==> src/logic/rlo_pkg.sv <==
// Constants and types for the right line-output mix and power status slice.
// Assumes a byte-wide register port driven by the codec's control bus logic.
//
// What this block does
// - Mix bit D7 routes source to output
// - Mix bits D6-D0 hold 7-bit volume code
// - Level D7-D4 sets 0 to 9 dB
// - Level D3 clear mutes, set unmutes
// - Level D1 reads 1 while gains pending
// - Output power-up shown in two places
// - Status D7/D6 show left/right DAC power
// - Status D4 shows left line output power
// - Status D2/D1 show headphone driver power
package rlo_pkg;

  // ----------------------------------------
  // Register offsets
  // ----------------------------------------
  localparam logic [7:0] OFF_LINE2_MIX = 8'h5a;
  localparam logic [7:0] OFF_GAIN_AMP_MIX = 8'h5b;
  localparam logic [7:0] OFF_DAC_MIX = 8'h5c;
  localparam logic [7:0] OFF_LEVEL = 8'h5d;
  localparam logic [7:0] OFF_POWER = 8'h5e;

  // ----------------------------------------
  // Field positions and reset values
  // ----------------------------------------
  localparam int MIX_ROUTE_BIT = 7;
  localparam int LVL_MUTE_BIT = 3;
  localparam int LVL_PEND_BIT = 1;
  localparam int LVL_PWR_BIT = 0;
  localparam int PWR_LDAC_BIT = 7;
  localparam int PWR_RDAC_BIT = 6;
  localparam int PWR_LLO_BIT = 4;
  localparam int PWR_RLO_BIT = 3;
  localparam int PWR_LHP_BIT = 2;
  localparam int PWR_RHP_BIT = 1;
  localparam logic [7:0] MIX_RESET = 8'h00;
  localparam logic [3:0] LEVEL_RESET = 4'h0;
  localparam logic [3:0] LEVEL_MAX = 4'h9;
  localparam logic PEND_RESET = 1'b1;
  localparam int NUM_MIX = 3;

  // ----------------------------------------
  // Types
  // ----------------------------------------
  typedef struct packed {
    logic route;
    logic [6:0] volume;
  } rlo_mix_t;

  typedef struct packed {
    logic left_dac;
    logic right_dac;
    logic left_line_output;
    logic right_line_output;
    logic left_headphone_driver;
    logic right_headphone_driver;
  } rlo_power_t;

endpackage : rlo_pkg

==> src/logic/rlo_mix_reg.sv <==
// One read/write mix register: route bit and volume code.
// Assumes write strobe is a one-cycle pulse in the clock domain.
module rlo_mix_reg (
  // Clock and reset
  input wire logic clock,
  input wire logic rst_b,
  // Write side
  input wire logic wr_en,
  input wire logic [7:0] wr_data,
  // Stored value
  output rlo_pkg::rlo_mix_t mix
);

  always_ff @(posedge clock or negedge rst_b) begin
    if (!rst_b) begin
      mix <= rlo_pkg::MIX_RESET;
    end else if (wr_en) begin
      mix.route <= wr_data[rlo_pkg::MIX_ROUTE_BIT];
      mix.volume <= wr_data[6:0];
    end
  end

endmodule : rlo_mix_reg

==> src/logic/rlo_regs.sv <==
// Right line-output mix and power status register slice: three mix
// registers, the output level register and the module power status word.
// Assumes the codec core supplies power and gain-ramp status synchronously
// to clock, and that software never raises the read and write strobes in
// the same cycle.
module rlo_regs (
  // Clock and reset
  input wire logic clock,
  input wire logic rst_b,
  // Register port
  input wire logic reg_wr,
  input wire logic reg_rd,
  input wire logic [7:0] reg_addr,
  input wire logic [7:0] reg_wdata,
  output logic [7:0] reg_rdata,
  output logic reg_hit,
  // Status from the codec core
  input wire rlo_pkg::rlo_power_t power_in,
  input wire logic gain_pending_in,
  // Controls to the analog path
  output rlo_pkg::rlo_mix_t line2_mix,
  output rlo_pkg::rlo_mix_t gain_amp_mix,
  output rlo_pkg::rlo_mix_t dac_mix,
  output logic [3:0] out_level,
  output logic out_unmute
);

  // ----------------------------------------
  // Mix registers
  // ----------------------------------------
  logic [7:0] mix_off [rlo_pkg::NUM_MIX];
  rlo_pkg::rlo_mix_t mix_q [rlo_pkg::NUM_MIX];

  assign mix_off[0] = rlo_pkg::OFF_LINE2_MIX;
  assign mix_off[1] = rlo_pkg::OFF_GAIN_AMP_MIX;
  assign mix_off[2] = rlo_pkg::OFF_DAC_MIX;

  // ----------------------------------------
  // Write decode
  // ----------------------------------------
  // One strobe per writable register; the status offset has none, so
  // writes to it fall away here
  logic mix_wr [rlo_pkg::NUM_MIX];
  logic level_wr;

  always_comb begin
    level_wr = 1'b0;
    if (reg_wr && (reg_addr == rlo_pkg::OFF_LEVEL)) begin
      level_wr = 1'b1;
    end
  end

  // ----------------------------------------
  // Mix register instances
  // ----------------------------------------
  // Route bit and volume code per source, one instance each
  genvar gi;
  generate
    for (gi = 0; gi < rlo_pkg::NUM_MIX; gi++) begin : g_mix
      assign mix_wr[gi] = reg_wr && (reg_addr == mix_off[gi]);
      rlo_mix_reg u_mix (
        .clock(clock),
        .rst_b(rst_b),
        .wr_en(mix_wr[gi]),
        .wr_data(reg_wdata),
        .mix(mix_q[gi])
      );
    end
  endgenerate

  // ----------------------------------------
  // Control outputs
  // ----------------------------------------
  assign line2_mix = mix_q[0];
  assign gain_amp_mix = mix_q[1];
  assign dac_mix = mix_q[2];

  // ----------------------------------------
  // Level register writable fields
  // ----------------------------------------
  // Codes above the 9 dB step are stored as written
  always_ff @(posedge clock or negedge rst_b) begin
    if (!rst_b) begin
      out_level <= rlo_pkg::LEVEL_RESET;
    end else if (level_wr) begin
      out_level <= reg_wdata[7:4];
    end
  end

  // Output starts muted out of reset
  always_ff @(posedge clock or negedge rst_b) begin
    if (!rst_b) begin
      out_unmute <= 1'b0;
    end else if (level_wr) begin
      out_unmute <= reg_wdata[rlo_pkg::LVL_MUTE_BIT];
    end
  end

  // ----------------------------------------
  // Status capture
  // ----------------------------------------
  // Each status bit is one flop behind the core, refreshed every cycle
  logic pend_reg;
  logic [1:0] dac_pwr_reg;
  logic [1:0] line_pwr_reg;
  logic [1:0] hp_pwr_reg;

  // Gain ramp status; reads pending out of reset
  always_ff @(posedge clock or negedge rst_b) begin
    if (!rst_b) begin
      pend_reg <= rlo_pkg::PEND_RESET;
    end else begin
      pend_reg <= gain_pending_in;
    end
  end

  // DAC power status, left side in the upper bit
  always_ff @(posedge clock or negedge rst_b) begin
    if (!rst_b) begin
      dac_pwr_reg <= 2'h0;
    end else begin
      dac_pwr_reg <= {power_in.left_dac, power_in.right_dac};
    end
  end

  // Line output power status, left side in the upper bit
  always_ff @(posedge clock or negedge rst_b) begin
    if (!rst_b) begin
      line_pwr_reg <= 2'h0;
    end else begin
      line_pwr_reg <= {power_in.left_line_output,
        power_in.right_line_output};
    end
  end

  // Headphone driver power status, left side in the upper bit
  always_ff @(posedge clock or negedge rst_b) begin
    if (!rst_b) begin
      hp_pwr_reg <= 2'h0;
    end else begin
      hp_pwr_reg <= {power_in.left_headphone_driver,
        power_in.right_headphone_driver};
    end
  end

  // ----------------------------------------
  // Register images
  // ----------------------------------------
  logic [7:0] level_rd_val;
  logic [7:0] power_rd_val;

  // Level register image; bit 2 is reserved and stays zero
  always_comb begin
    level_rd_val = 8'h00;
    level_rd_val[7:4] = out_level;
    level_rd_val[rlo_pkg::LVL_MUTE_BIT] = out_unmute;
    level_rd_val[rlo_pkg::LVL_PEND_BIT] = pend_reg;
    level_rd_val[rlo_pkg::LVL_PWR_BIT] = line_pwr_reg[0];
  end

  // Power status image; bits 5 and 0 are reserved and stay zero
  always_comb begin
    power_rd_val = 8'h00;
    power_rd_val[rlo_pkg::PWR_LDAC_BIT] = dac_pwr_reg[1];
    power_rd_val[rlo_pkg::PWR_RDAC_BIT] = dac_pwr_reg[0];
    power_rd_val[rlo_pkg::PWR_LLO_BIT] = line_pwr_reg[1];
    power_rd_val[rlo_pkg::PWR_RLO_BIT] = line_pwr_reg[0];
    power_rd_val[rlo_pkg::PWR_LHP_BIT] = hp_pwr_reg[1];
    power_rd_val[rlo_pkg::PWR_RHP_BIT] = hp_pwr_reg[0];
  end

  // ----------------------------------------
  // Address decode
  // ----------------------------------------
  logic hit_next;

  always_comb begin
    case (reg_addr)
      rlo_pkg::OFF_LINE2_MIX,
      rlo_pkg::OFF_GAIN_AMP_MIX,
      rlo_pkg::OFF_DAC_MIX,
      rlo_pkg::OFF_LEVEL,
      rlo_pkg::OFF_POWER: hit_next = 1'b1;
      default: hit_next = 1'b0;
    endcase
  end

  // ----------------------------------------
  // Read mux
  // ----------------------------------------
  // Unmapped offsets read as zero
  logic [7:0] rdata_next;

  always_comb begin
    rdata_next = 8'h00;
    case (reg_addr)
      rlo_pkg::OFF_LINE2_MIX: rdata_next = mix_q[0];
      rlo_pkg::OFF_GAIN_AMP_MIX: rdata_next = mix_q[1];
      rlo_pkg::OFF_DAC_MIX: rdata_next = mix_q[2];
      rlo_pkg::OFF_LEVEL: rdata_next = level_rd_val;
      rlo_pkg::OFF_POWER: rdata_next = power_rd_val;
      default: rdata_next = 8'h00;
    endcase
  end

  // ----------------------------------------
  // Answer flops
  // ----------------------------------------
  // Reads are side-effect free; data is zero outside a read answer
  always_ff @(posedge clock or negedge rst_b) begin
    if (!rst_b) begin
      reg_rdata <= 8'h00;
    end else if (reg_rd) begin
      reg_rdata <= rdata_next;
    end else begin
      reg_rdata <= 8'h00;
    end
  end

  // Acknowledge for any access to a mapped offset
  always_ff @(posedge clock or negedge rst_b) begin
    if (!rst_b) begin
      reg_hit <= 1'b0;
    end else begin
      reg_hit <= (reg_rd || reg_wr) && hit_next;
    end
  end

endmodule : rlo_regs

==> config.mk <==
export PLATFORM = sky130hd
export DESIGN_NAME = rlo_regs
export DESIGN_NICKNAME = d
export VERILOG_FILES = /design/src/logic/rlo_pkg.sv /design/src/logic/rlo_mix_reg.sv /design/src/logic/rlo_regs.sv
export SDC_FILE = /design/constraint.sdc
export NUM_CORES = 1
export LEC_CHECK = 0
export BUFFER_PORTS_ARGS = -buffer_cell sky130_fd_sc_hd__buf_2
export CAP_MARGIN = 0
export CORE_UTILIZATION = 50
export CTS_CLUSTER_DIAMETER = 50
export DETAILED_ROUTE_END_ITERATION = 16
export PLACE_DENSITY = 0.89
export SYNTH_ARGS = -nofsm -noshare
export SYNTH_HDL_FRONTEND = slang
export SYNTH_SLANG_ARGS = --single-unit
==> constraint.sdc <==
create_clock -name clock -period 1.3 [get_ports clock]
set_clock_uncertainty 0.05 [all_clocks]
set_input_delay 0.065 -clock clock [delete_from_list [all_inputs] [get_ports clock]]
set_output_delay 0.065 -clock clock [all_outputs]
set_load 0.01 [all_outputs]
# == Word-level counts from Yosys, hierarchy flattened ==
# Index checks and enable logic that the tools add are counted.
# word_totals
word_cells,30
in_bits,27
regBits,45
out_inout_bits,38
# op_classes
reduce_logical,7
eq_ne,5
mux,4
# ops
op,n
$eq A8 B7 Y1 const B,5
$pmux W8 S5,1
$mux W8,1
$logic_and A1 B1 Y1,5
$reduce_or A5 Y1,1
$mux W1,2
$logic_or A1 B1 Y1,1

# == Logic depth before layout (Yosys ltp) ==
# depth
ltp_word,4
ltp_mapped,5
ltp_nobuf,3

# == Modules after synthesis ==
# Synthesis repeated with hierarchy kept, for this count alone.
# unflattened
hier_cells,138
area_unflattened_um2,2090.8
# modules_own_cells
module,cells_per_inst,n_inst,seq_area_each_um2,area_per_inst_um2
rlo_regs,87,1,526.8,1096.1
rlo_mix_reg,17,3,200.2,331.6

# == Worst setup path before layout ==
# No wires, ideal clock.
# synth_path
kind,input-to-reg
start,in reg_addr[0]
end,reg g_mix[1].u_mix.mix[0] (netlist name)
setup_slack_ns,-0.053
cell_stages,5
setup_time_ns,0.125
path_buffers,2
arrival_ns,1.178
path_cell_list,buf_6 > inv_2 > or4_4 > buf_6 > mux2_4
# synth_between
elab_chain_cells,2
# synth_lines
element,line_no,text
from (decl),rlo_regs.sv:13,"input wire logic [7:0] reg_addr,"
$eq A8 B7 Y1,rlo_regs.sv:60,assign mix_wr[gi] = reg_wr && (reg_addr == mix_off[gi]);
$logic_and A1 B1 Y1,rlo_regs.sv:60,
to (signal assigned),rlo_mix_reg.sv:16,mix <= rlo_pkg::MIX_RESET;
to (decl),rlo_mix_reg.sv:11,output rlo_pkg::rlo_mix_t mix
# No other way between the ends.
# A chain may end at the register's enable or synchronous reset.

# == Worst setup path after layout ==
# layout_path
start,in reg_addr[7]
end,reg g_mix[0].u_mix.mix[2] (netlist name)
# layout_between
elab_chain_cells,2
# layout_lines
element,line_no
$eq A8 B7 Y1,rlo_regs.sv:60
$logic_and A1 B1 Y1,rlo_regs.sv:60
to (signal assigned),rlo_mix_reg.sv:16
to (decl),rlo_mix_reg.sv:11
# No other way between the ends.

==> impl_metrics.json <==
{
  "drc": 0,
  "finalHoldViolCount": 0,
  "outcome": "complete, no violations",
  "port_buffers": 64,
  "drt_iter0_markers": 77,
  "grt_overflow": 0,
  "postSynthCellCount": 135,
  "critPathBufInv": 3,
  "timing.final.ws_setup_ns": 0.0370,
  "clock_path_buffers": 2,
  "grt_setup_unrepaired": "no",
  "cts_made_buffers": 5,
  "die-area_um2": 4350,
  "cts-root-buf": "clkbuf_8",
  "largest_register_ffs": 24,
  "setup_violations": 0,
  "antennaDiodeCount": 0,
  "wirelength_um": 5430,
  "area_growth_pct": 39.7,
  "ir_worst_vdd_mv": 0.662,
  "first_pass_iters": 4,
  "drive_above_1_share": 0.598,
  "worstSetupPathType": "in2reg",
  "place_congestion": 0.852,
  "hpwlAfterDp_um": 3600,
  "viasPerCell": 5.52,
  "synth_cell_types": 27,
  "max_stage_delay_ns": 0.38,
  "cp_common_cell": "buf_4",
  "die_w_um": 65.9,
  "post-route-min-period_ns": 1.26,
  "cts_max_level": 2,
  "p_leak_nw": 1.54,
  "largest-register": "g_mix.u_mix.mix",
  "synthesis.nets": 162,
  "grt_max_degree": 26,
  "worst_pin_slew_ns": 0.361,
  "antenna_found_initial": 0,
  "insertion_delay_ns": 0.29,
  "syn_area_um2": 2040,
  "cp-end-kind": "flip-flop",
  "synth_seq_cells": 45,
  "drtAntennaViolNets": 0,
  "syn_area_per_cell_um2": 15.1,
  "post_drt_wl_per_cell_um": 18.6,
  "cts_tree": "built",
  "hp-class": "in2reg",
  "path_cells": "buf_2, nand2b_4, buf_4, nor4_4, buf_4, mux2_2",
  "grt_pass1_vias": 1703,
  "pin_count": 65,
  "start_util": 0.538,
  "path_clk_slew_ns": 0.08,
  "required_ns": 1.43,
  "cp_max_fo": 3,
  "power_density_nw_per_um2": 975,
  "top_regs": "g_mix.u_mix.mix: 24 flops, reg_rdata: 8 flops, out_level: 4 flops",
  "grt_pass1_wl_um": 8460,
  "ys_warn_count": 0,
  "clock_sinks": 45,
  "core_area_um2": 3800,
  "slew_headroom": 0.757,
  "fin_nets": 270,
  "arrival_ns": 1.39,
  "fin_crit_sh": 0.972,
  "dpl_worst_slack_ns": -0.252,
  "max_freq_mhz": 792,
  "drv_slew": 0,
  "critPathLaunchType": "input pin",
  "holdWs_ns": 0.0252,
  "die_h_um": 65.9,
  "slowest_stage": "nor4_4",
  "rows": 22,
  "grt_use_total": 0.269,
  "vias": 1613,
  "synth-seq-area-share": 0.551,
  "maxCapViolCount": 0,
  "critical-path-top-delay-family": "simple AND/OR/NAND/NOR gates"
}
[kinds of logic after synthesis]
logic type             count (synthesis)  share of synthesized area
AO/OA/AOI/OAI                         15                     0.0575
multiplexers                          44                      0.264
buffers and inverters                  8                     0.0239
AND/OR/NAND/NOR                       23                      0.103
flip-flops                            45                      0.551
[layer usage]
| layer | share of wire | up-vias | global-route usage |
|---|---|---|---|
| met5 | 0 | - | 0 |
| met1 | 0.41 | 810 | 0.336 |
| met4 | 0.035 | 0 | 0.133 |
| li1 | - | 716 | - |
| met3 | 0.053 | 18 | 0.0707 |
| met2 | 0.51 | 69 | 0.430 |
[area by class of cell]
class / count / area, um2
fill: 234 / 942
timing repair buffer: 107 / 693
inverter: 2 / 10.0
multi-input combinational: 82 / 876
tap: 48 / 60.1
clock buffer: 8 / 90.1
sequential: 45 / 1130
[what timing repair did]
action,4_1_cts,5_1_grt
hold buffers,14,1
buffers inserted,0,0
gates resized for setup,0,1
endpoints found under the hold margin,65,1
endpoints found under the setup margin,0,1
[synthesized netlist by cell type]
cell type	n	area [um2]
a211oi_1	6	45.0
nand3_1	6	30.0
dfstp_2	1	26.3
a32oi_1	1	8.76
a22oi_1	5	37.5
buf_6	2	22.5
o2111ai_1	1	8.76
buf_2	3	15.0
nor2b_1	3	18.8
or4_4	1	11.3
nor2_1	2	7.51
mux2i_1	4	40.0
dfrtp_1	44	1100
clkbuf_1	1	3.75
nor4bb_1	1	10.0
inv_2	1	3.75
nand4b_1	1	8.76
o22a_1	2	17.5
mux2_2	25	282
mux2_1	2	22.5
nand2b_4	3	41.3
nor3_1	2	10.0
mux2_4	13	195
inv_1	1	3.75
nand4b_4	1	23.8
nor4_4	2	42.5
or4_1	1	7.51
[worst paths after layout]
check | startpoint | to | slack [ns] | cells after the start
setup / recovery | reg_addr[7] | g_mix[0].u_mix.mix[2] | 0.04 | 6
hold / removal | reg_wdata[3] | g_mix[1].u_mix.mix[3] | 0.03 | 2
setup reg to reg | g_mix[0].u_mix.mix[2] | reg_rdata[2] | 0.06 | 3
hold reg to reg | g_mix[2].u_mix.mix[4] | g_mix[2].u_mix.mix[4] | 0.48 | 1
max in group asynchronous | rst_b | out_unmute | 0.69 | 3
min in group asynchronous | rst_b | g_mix[0].u_mix.mix[1] | 0.07 | 2
[layout by cell type (no fill, tap or decap), types with 5 or more instances in the layout]
cell / Yosys / layout
dlygate4sd3_1: 0 / 15
buf_4: 0 / 27
mux2_2: 25 / 25
nand3_1: 6 / 6
a22oi_1: 5 / 5
clkbuf_8: 0 / 6
mux2_4: 13 / 13
a211oi_1: 6 / 6
buf_2: 3 / 64
dfrtp_1: 44 / 44
[power by group]
part | internal (mW) | switching, mW
registers | 1.45 | 0.0426
clock network | 0.434 | 0.443
logic | 0.219 | 0.192
total | 2.11 | 0.678
[worst register-to-register path, delay by kind of cell, from the launching register on]
kind               cells  cell delay [ns]
AOI/OAI and AO/OA      2             0.37
DFF                    1             0.39
muxes                  1             0.29
[metrics by stage]
step	std cells	TNS [ns]	total power [mW]	utilization	area (um2)
2_1_floorplan	135	-0.503	1.68	-	2070
3_3_place_gp	269	-5.19	1.88	0.687	2610
3_5_place_dp	269	-5.55	1.89	0.687	2610
4_1_cts	291	0	2.78	0.747	2840
5_1_grt	292	0	2.89	0.752	2860
6_report	292	0	2.79	0.752	2860
(Power assumes the default switching activity.)
